==> config.mk <==
export PLATFORM = sky130hd
export DESIGN_NAME = hbmi_host_port
export DESIGN_NICKNAME = d
export VERILOG_FILES = /design/src/rtl/hbmi_pkg.sv /design/src/rtl/hbmi_host_port.sv /design/src/rtl/hbmi_sync.sv
export SDC_FILE = /design/constraint.sdc
export NUM_CORES = 1
export LEC_CHECK = 0
export BUFFER_PORTS_ARGS = -buffer_cell sky130_fd_sc_hd__buf_2
export CORE_MARGIN = 2
export CORE_UTILIZATION = 50
export DETAILED_ROUTE_END_ITERATION = 8
export HOLD_SLACK_MARGIN = 0.15
export PLACE_DENSITY = 0.77
export SETUP_SLACK_MARGIN = 0.3
export SLEW_MARGIN = 5
export SYNTH_ARGS = -nofsm -noshare
export SYNTH_HDL_FRONTEND = slang
export SYNTH_SLANG_ARGS = --single-unit
==> constraint.sdc <==
create_clock -name ref_clk -period 3.3 [get_ports ref_clk]
set_input_delay 0.825 -clock ref_clk [delete_from_list [all_inputs] [get_ports ref_clk]]
set_output_delay 0.825 -clock ref_clk [all_outputs]
set_load 0.02 [all_outputs]
==> src/rtl/hbmi_pkg.sv <==
package hbmi_pkg;
  // Address layout of the host port.
  localparam int ADDR_W = 11;
  localparam int DATA_W = 8;
  localparam int UPPER_W = 3;
  localparam int UPPER_LSB = 8;
  // Host port styles chosen by the straps.
  typedef enum logic [1:0] {
    HBMI_STYLE_MUX = 2'b00,
    HBMI_STYLE_STROBE = 2'b01,
    HBMI_STYLE_ACK = 2'b11
  } hbmi_style_t;
  // Access sequencer states, Gray coded along the usual path.
  typedef enum logic [1:0] {
    HBMI_IDLE = 2'b00,
    HBMI_REQ = 2'b01,
    HBMI_WAIT = 2'b11,
    HBMI_DONE = 2'b10
  } hbmi_state_t;
  // Reset values.
  localparam logic [ADDR_W-1:0] ADDR_RST = 11'h000;
  localparam logic [DATA_W-1:0] DATA_RST = 8'h00;
endpackage

==> src/rtl/hbmi_host_port.sv <==
`timescale 1ns/1ps
// Function
// (RL1) A high multiplex strap makes the host port a multiplexed bus.
// (RL2) With the multiplex strap low, the style input picks strobe or ack.
// (RL3) The host drives address bits 10..8 on the upper address lines.
// (RL4) Shared lines carry the low address byte, then the data byte.
// (RL5) Accesses are taken only while the active-low select is low.
// (RL6) A read strobe with select drives the addressed byte out.
// (RL7) A write strobe with select stores the shared byte at the address.
// (RL8) The latch enable phase fixes the address for the whole access.
// (RL9) Ready is high when the access can complete, low for waits.
// (RL10) A pending interrupt is shown on the interrupt output.
// (RL11) The polarity strap sets the interrupt output's asserted level.
// (RL12) The low address byte is caught on the latch enable falling edge.
// (RL13) Ready and data are driven only while selected, data only on reads.
module hbmi_host_port
  import hbmi_pkg::*;
#(
  parameter int AW = hbmi_pkg::ADDR_W,
  parameter int DW = hbmi_pkg::DATA_W
) (
  // Clock and reset.
  input wire logic ref_clk,
  input wire logic reset,
  // Mode straps.
  input wire logic mux_mode_select,
  input wire logic split_bus_style_select,
  input wire logic interrupt_polarity_select,
  // Host bus pins.
  input wire logic [hbmi_pkg::UPPER_W-1:0] upper_address_lines,
  input wire logic [hbmi_pkg::DATA_W-1:0] shared_address_data_lines_i,
  output logic [hbmi_pkg::DATA_W-1:0] shared_address_data_lines_o,
  output logic shared_address_data_lines_oe,
  input wire logic select_n,
  input wire logic read_n,
  input wire logic write_n,
  input wire logic addr_latch_en,
  output logic ready_o,
  output logic ready_oe,
  output logic interrupt_o,
  output logic interrupt_oe,
  // Internal memory map side.
  output logic [hbmi_pkg::ADDR_W-1:0] mem_addr,
  output logic [hbmi_pkg::DATA_W-1:0] mem_wdata,
  output logic mem_rd,
  output logic mem_wr,
  input wire logic mem_ack,
  input wire logic [hbmi_pkg::DATA_W-1:0] mem_rdata,
  input wire logic irq_pending,
  // Active style, for the rest of the device.
  output hbmi_pkg::hbmi_style_t style
);
  import hbmi_pkg::*;

  localparam int PW = 6 + UPPER_W + DATA_W;
  localparam logic [PW-1:0] PIN_RST = {6'b111000, {(PW-6){1'b0}}};

  logic [PW-1:0] pins_s;
  logic sel_n_s, rd_n_s, wr_n_s, ale_s, mux_s, sty_s;
  logic [UPPER_W-1:0] upa_s;
  logic [DATA_W-1:0] ad_s;

  // Every host pin is asynchronous, so all pass two flops first.
  hbmi_sync #(.W(PW), .RST_VAL(PIN_RST)) u_sync (
    .ref_clk(ref_clk),
    .reset(reset),
    .async_in({select_n, read_n, write_n, addr_latch_en, mux_mode_select,
      split_bus_style_select, upper_address_lines,
      shared_address_data_lines_i}),
    .sync_out(pins_s)
  );
  assign {sel_n_s, rd_n_s, wr_n_s, ale_s, mux_s, sty_s, upa_s, ad_s} = pins_s;

  // The polarity strap is a pin as well; it resets to the high sense.
  logic pol_s;
  hbmi_sync #(.W(1), .RST_VAL(1'b1)) u_sync_pol (
    .ref_clk(ref_clk),
    .reset(reset),
    .async_in(interrupt_polarity_select),
    .sync_out(pol_s)
  );

  hbmi_state_t state_q, state_d;
  logic ale_q, ale_d;
  logic [AW-1:0] addr_q, addr_d;
  logic [DW-1:0] wdata_q, wdata_d;
  logic [DW-1:0] rdata_q, rdata_d;
  logic is_rd_q, is_rd_d;
  logic rdy_q, rdy_d;
  hbmi_style_t style_q, style_d;
  logic pol_q, pol_d;
  logic irq_q, irq_d;

  // Straps are sampled every cycle; the polarity pin is only a level.
  always_comb begin
    if (mux_s) begin
      style_d = HBMI_STYLE_MUX; // [RL1]
    end else if (sty_s) begin
      style_d = HBMI_STYLE_ACK; // [RL2]
    end else begin
      style_d = HBMI_STYLE_STROBE; // [RL2]
    end
    pol_d = pol_s; // [RL11]
    irq_d = irq_pending;
  end

  // Address capture and access sequencing.
  // The address is held from the falling latch edge, so a strobe that
  // arrives while the shared lines already carry data still uses it.
  always_comb begin
    state_d = state_q;
    ale_d = ale_s;
    addr_d = addr_q;
    wdata_d = wdata_q;
    rdata_d = rdata_q;
    is_rd_d = is_rd_q;
    rdy_d = rdy_q;
    if (ale_q && !ale_s) begin
      addr_d = {upa_s, ad_s}; // [RL3] [RL4] [RL8] [RL12]
    end
    case (state_q)
      HBMI_IDLE: begin
        rdy_d = 1'b1;
        if (!sel_n_s && !ale_s && (!rd_n_s || !wr_n_s)) begin // [RL5]
          is_rd_d = !rd_n_s; // [RL6]
          wdata_d = ad_s; // [RL7]
          rdy_d = 1'b0; // [RL9]
          state_d = HBMI_REQ;
        end
      end
      HBMI_REQ: begin
        state_d = HBMI_WAIT;
      end
      HBMI_WAIT: begin
        if (mem_ack) begin
          if (is_rd_q) begin
            rdata_d = mem_rdata; // [RL6]
          end
          rdy_d = 1'b1; // [RL9]
          state_d = HBMI_DONE;
        end
      end
      HBMI_DONE: begin
        // Wait for the strobe or select to end before the next access.
        if (sel_n_s || (rd_n_s && wr_n_s)) begin
          state_d = HBMI_IDLE;
        end
      end
      default: begin
        state_d = HBMI_IDLE;
      end
    endcase
  end

  always_ff @(posedge ref_clk or posedge reset) begin
    if (reset) begin
      state_q <= HBMI_IDLE;
      ale_q <= 1'b0;
      addr_q <= ADDR_RST;
      wdata_q <= DATA_RST;
      rdata_q <= DATA_RST;
      is_rd_q <= 1'b0;
      rdy_q <= 1'b1;
      style_q <= HBMI_STYLE_STROBE;
      pol_q <= 1'b1;
      irq_q <= 1'b0;
    end else begin
      state_q <= state_d;
      ale_q <= ale_d;
      addr_q <= addr_d;
      wdata_q <= wdata_d;
      rdata_q <= rdata_d;
      is_rd_q <= is_rd_d;
      rdy_q <= rdy_d;
      style_q <= style_d;
      pol_q <= pol_d;
      irq_q <= irq_d;
    end
  end

  // Memory side requests last one cycle in the request state.
  assign mem_addr = addr_q;
  assign mem_wdata = wdata_q;
  assign mem_rd = (state_q == HBMI_REQ) && is_rd_q;
  assign mem_wr = (state_q == HBMI_REQ) && !is_rd_q; // [RL7]
  assign style = style_q;

  // Pin drivers: ready and data are released whenever the host does not select the device.
  // The combinational enables use synchronised pins, so release lags the
  // host by two cycles; hosts must allow that turnaround.
  assign ready_o = rdy_q; // [RL9]
  assign ready_oe = !sel_n_s; // [RL13]
  assign shared_address_data_lines_o = rdata_q;
  assign shared_address_data_lines_oe = !sel_n_s && !rd_n_s
    && is_rd_q && (state_q == HBMI_DONE); // [RL6] [RL13]
  // Asserted level follows the strap; the pin is always driven.
  assign interrupt_o = pol_q ? irq_q : !irq_q; // [RL10] [RL11]
  assign interrupt_oe = 1'b1;
endmodule

==> src/rtl/hbmi_sync.sv <==
`timescale 1ns/1ps
// Two-flop synchroniser for a bundle of asynchronous pin levels.
module hbmi_sync #(
  parameter int W = 1,
  parameter logic [W-1:0] RST_VAL = '0
) (
  // Clock and reset.
  input wire logic ref_clk,
  input wire logic reset,
  // Levels.
  input wire logic [W-1:0] async_in,
  output logic [W-1:0] sync_out
);
  logic [W-1:0] meta_q;
  logic [W-1:0] meta_d;
  logic [W-1:0] sync_q;
  logic [W-1:0] sync_d;

  // The first stage feeds only the second stage.
  always_comb begin
    meta_d = async_in;
    sync_d = meta_q;
  end

  // Both stages take their reset constant asynchronously.
  always_ff @(posedge ref_clk or posedge reset) begin
    if (reset) begin
      meta_q <= RST_VAL;
      sync_q <= RST_VAL;
    end else begin
      meta_q <= meta_d;
      sync_q <= sync_d;
    end
  end

  assign sync_out = sync_q;
endmodule

### Yosys cells after proc, flatten, opt, wreduce, memory -nomap -nowiden

Cells that the tools add are included.

| operators by class | value |
|---|---|
| order comparisons | 0 |
| multiply operators | 0 |
| reduce and logical (&&, ||, !) cells | 23 |
| div/mod/pow operators | 0 |
| eq/ne operators | 6 |
| shift-type cells | 0 |
| mux-type cells | 10 |
| bitwise operators | 0 |
| $add $sub $neg | 0 |

Operators with widths:

| operator | number |
|---|---|
| 2-to-1 mux 2 bit | 5 |
| logical AND 1 bit | 9 |
| case mux 2 bit (4 select lines) | 1 |
| zero test 1 bit | 6 |
| != test 2 bit, second input constant | 3 |
| AND reduction 3 bit | 2 |
| == test 2 bit, second input constant | 2 |
| AND reduction 2 bit | 2 |
| 2-to-1 mux 1 bit | 3 |
| == test 2 x 1 -> 1 bit, second input constant | 1 |
| zero test 2 bit | 1 |
| logical OR 1 bit | 2 |
| case mux 1 bit (2 select lines) | 1 |
| nonzero test 2 bit | 1 |

| word-level totals | value |
|---|---|
| output and inout bits | 36 |
| flip-flop bits (word level) | 72 |
| word-level logic and storage cells | 53 |
| bits in writable memories | 0 |
| memories | 0 |
| input bits | 30 |
| latch bits | 0 |
| memory bits (read-only) | 0 |

### Depth between registers and ports, before layout

| logic depth | value |
|---|---|
| depth after elaboration | 5 |
| depth in mapped cells | 5 |
| gate-level depth less buffers | 3 |

### By module

From an unflattened synthesis, not the netlist that was laid out.

| second synthesis, totals | value |
|---|---|
| cell total of the unflattened synthesis | 130 |
| area, all modules | 2337.2 µm² |

Modules (own cells, without submodules):

| module | cells an instance | instances | seq. area each (µm²) | area each (µm²) |
|---|---|---|---|---|
| hbmi_host_port | 92 | 1 | 904.6 | 1418.9 |
| hbmi_sync at u_sync | 35 | 1 | 858.3 | 862.1 |
| hbmi_sync at u_sync_pol | 3 | 1 | 52.6 | 56.3 |

### Worst setup path before layout

Ideal clock, no wire load.

| timing | value |
|---|---|
| path kind | reg-to-output |
| from | register state_q[1] |
| to | output shared_address_data_lines_oe |
| stages on the path, launching flop included | 4 |
| buffers on the path | 1 |
| data arrival time | 0.982 ns |
| slack | 1.493 ns |
| required time | 2.475 ns |
| cells stage by stage | dfrtp_1 > buf_6 > inv_1 > nor3_1 |

| between the ends | value |
|---|---|
| cells in the longest elaborated chain, start to end | 2 |

RTL lines:

| what | RTL line | source |
|---|---|---|
| start: declaration | hbmi_host_port.sv:83 | `hbmi_state_t state_q, state_d;` |
| start signal: assignment | hbmi_host_port.sv:168 | `state_q <= state_d;` |
| == test 2 bit | hbmi_host_port.sv:195 | `&& is_rd_q && (state_q == HBMI_DONE);` |
| logical AND 1 bit | hbmi_host_port.sv:195 |  |
| end: declaration | hbmi_host_port.sv:33 | `output logic shared_address_data_lines_oe,` |

No other way between the ends.

### Worst setup path after layout

Same ends and word-level chain as after synthesis.

==> metrics.yaml <==
sta:
  setup_viol: 0
  finalSetupTns_ps: 0
  hold_viol: 0
  rsz0062_at_grt: "no"
  final_max_slew_viol_count: 0
  worst_slack_ps: 1170
  period_share_pct: 64.6
  period_needed_ps: 2130
  worstMarginPinSlew_ps: 743
  fin_skew_ps: 8.30
  relSlewSlack_pct: 50.4
  fmax_ghz: 0.469
critical_path:
  slowest_stage: "dfrtp_1"
  crit_fanout: 7
  endpoint: "shared_address_data_lines_oe"
  worst_ep_required_time_ps: 2470
  cp-start-kind: "flop"
  startpoint: "state_q[1]"
  crit_type: "flop to output port"
  worst_setup_path_end_kind: "output port"
  r2r-end: "mem_wdata[3]"
  r2r_slack_ps: 1630
  cp.arrival_ps: 1310
  r2r_cells: 3
  critPathMaxStageDelay_ps: 500
  cp_cell_sequence: "inv_1, nor3_1, buf_2"
  timing.rr.start: "state_q[1]"
synthesis:
  syn_inst: 130
  synthFlopType: "dfrtp_1"
  synth_sequential_area_ratio_pct: 77.3
  synth_nets: 160
  ys_seq_elements: 72
  synth.distinct_cells: 23
  yosysWarningCount: 0
  mappedNetlistArea_um2: 2350
  synth.avg_cell_area_um2: 18.1
  async_flop_share_pct: 100
  synth_edf_count: 0
clocking:
  htree_num_levels: 3
  clockBufferDepth: 2
  cts_resized: 0
  cts_tree: "yes"
  clkTransAtPathRegs_ps: 60
  clk_latency_ps: 330
  cts_hold_buffers: 0
  cts_inserted_buffers: 9
  clock-sinks: 72
  postCtsSetupBuffers: 0
  clock-root-buffer: "clkbuf_8"
global_route:
  first_global_vias: 1310
  grt.overflow.total: 0
  grt_usage_pct: 16.8
  grt_max_degree: 38
  grt_antenna_before_repair: 0
  grt_pass1_wl_mm: 6.28
die:
  std_cell_rows: 24
  die_area_um2: 5260
  die_y_um: 72.6
  ioPinCount: 66
  core_um2: 4440
  die_w_um: 72.6
  start_util_pct: 52.9
status:
  outcome: "completed"
placed_design:
  gp_congestion: 0.718
  dp_slack_ps: 1440
  io_buffer_count: 64
  hpwl_mm: 2.76
routing:
  num_vias: 1251
  first_pass_iters: 4
  ant_nets: 0
  drtIter0Drc: 65
  drc: 0
  detail_route.wl_per_cell_um: 15.1
  routed_wirelength_mm: 3.90
  viasPerCell: 4.83
layout:
  nets: 232
  drive_gt1_share_pct: 57.5
  final_common_cell: "buf_2"
  mostFrequentLayoutCells: "buf_2, dfrtp_1, mux2_2"
  diodes: 0
  syn_to_final_growth_pct: 24.5
pwr:
  peakVddDrop_mv: 0.354
  p_per_area_nw_per_um2: 847
  leakage_nw: 1.42
hold_path:
  holdCritPathClass: "flop to flop"
run:
  drv_cap: 0
==> area by class of cell <==
cell class	count	area, µm²
well taps	52	65.1
clock inverters	3	65.1
inverters	5	18.8
clock buffers	13	149
repair buffers	65	340
fillers	332	1520
multi-input cells	49	472
flip-flops and latches	72	1820
==> registers in the layout, summed over array words and instances, names as in the netlist <==
signal and count:
u_sync.meta_q 17, u_sync.sync_out 17, mem_addr 11, mem_wdata 8
shared_address_data_lines_o 8, state_q 2, style 2, ale_q 1
irq_q 1, is_rd_q 1, pol_q 1, ready_o 1
u_sync_pol.meta_q 1, u_sync_pol.sync_out 1
==> per-layer routing <==
| metal | vias to the layer above | part of all wire [%] | wire (µm) | global-route usage, % |
|---|---|---|---|---|
| met2 | 35 | 54 | 2100 | 26.0 |
| met5 | - | 0 | 0 | 0 |
| met3 | 10 | 4.2 | 164 | 5.14 |
| li1 | 574 | - | - | - |
| met4 | 0 | 2.7 | 106 | 12.8 |
| met1 | 632 | 39 | 1530 | 19.6 |
==> power breakdown <==
| part | switching, W | total (W) | leakage [nW] | internal, W |
|---|---|---|---|---|
| logic | 0.000326 | 0.000582 | 0.476 | 0.000256 |
| registers | 0.000102 | 0.00116 | 0.837 | 0.00106 |
| clock network | 0.000290 | 0.000736 | 0.108 | 0.000446 |
| total | 0.000718 | 0.00248 | 1.42 | 0.00176 |
==> Yosys cell counts, types with 2 or more instances <==
library cell	instances	area (µm²)
a21oi_1	5	25.0
nor3_1	2	10.0
inv_1	5	18.8
nand2_1	3	11.3
dfstp_2	11	289
mux2_4	8	120
mux2_2	19	214
nor2_1	2	7.51
dfrtp_1	61	1530
==> logic make-up (layout without fill, tap and decap cells) <==
family / Yosys count / count (layout) / share of synthesized area [%]
simple gates: 13 / 13 / 2.88
flops: 72 / 72 / 77.3
buf+inv: 9 / 86 / 2.66
other cells: 1 / 1 / 0.160
compound gates: 7 / 7 / 2.45
xor+xnor: 1 / 1 / 0.373
mux: 27 / 27 / 14.2
==> worst min path at each step <==
stage | start | endpoint | cells after the start
floorplan | u_sync.meta_q[0] | u_sync.sync_out[0] | 0
global placement | u_sync.meta_q[7] | u_sync.sync_out[7] | 0
detailed placement | u_sync.meta_q[12] | u_sync.sync_out[12] | 0
CTS | u_sync.meta_q[13] | u_sync.sync_out[13] | 0
global route | u_sync.meta_q[8] | u_sync.sync_out[8] | 0
finish | u_sync.meta_q[13] | u_sync.sync_out[13] | 0
==> critical path, delay by kind of cell (launching register included) <==
family        cells  cell delay, ps
flops             1             500
simple gates      1             170
buf+inv           2             310
==> metrics by stage <==
stage          hold slack, ps  cells  instance area, µm²  power, W  utilization, %
4_1_cts                   350    259                2930   0.00251            65.8
5_1_grt                   353    259                2930   0.00260            65.8
3_5_place_dp              335    243                2710   0.00177            61.0
2_1_floorplan             331    130                2350   0.00157               -
6_report                  348    259                2930   0.00248            65.8
3_3_place_gp              333    243                2710   0.00173            61.0
(Power assumes the default switching activity.)
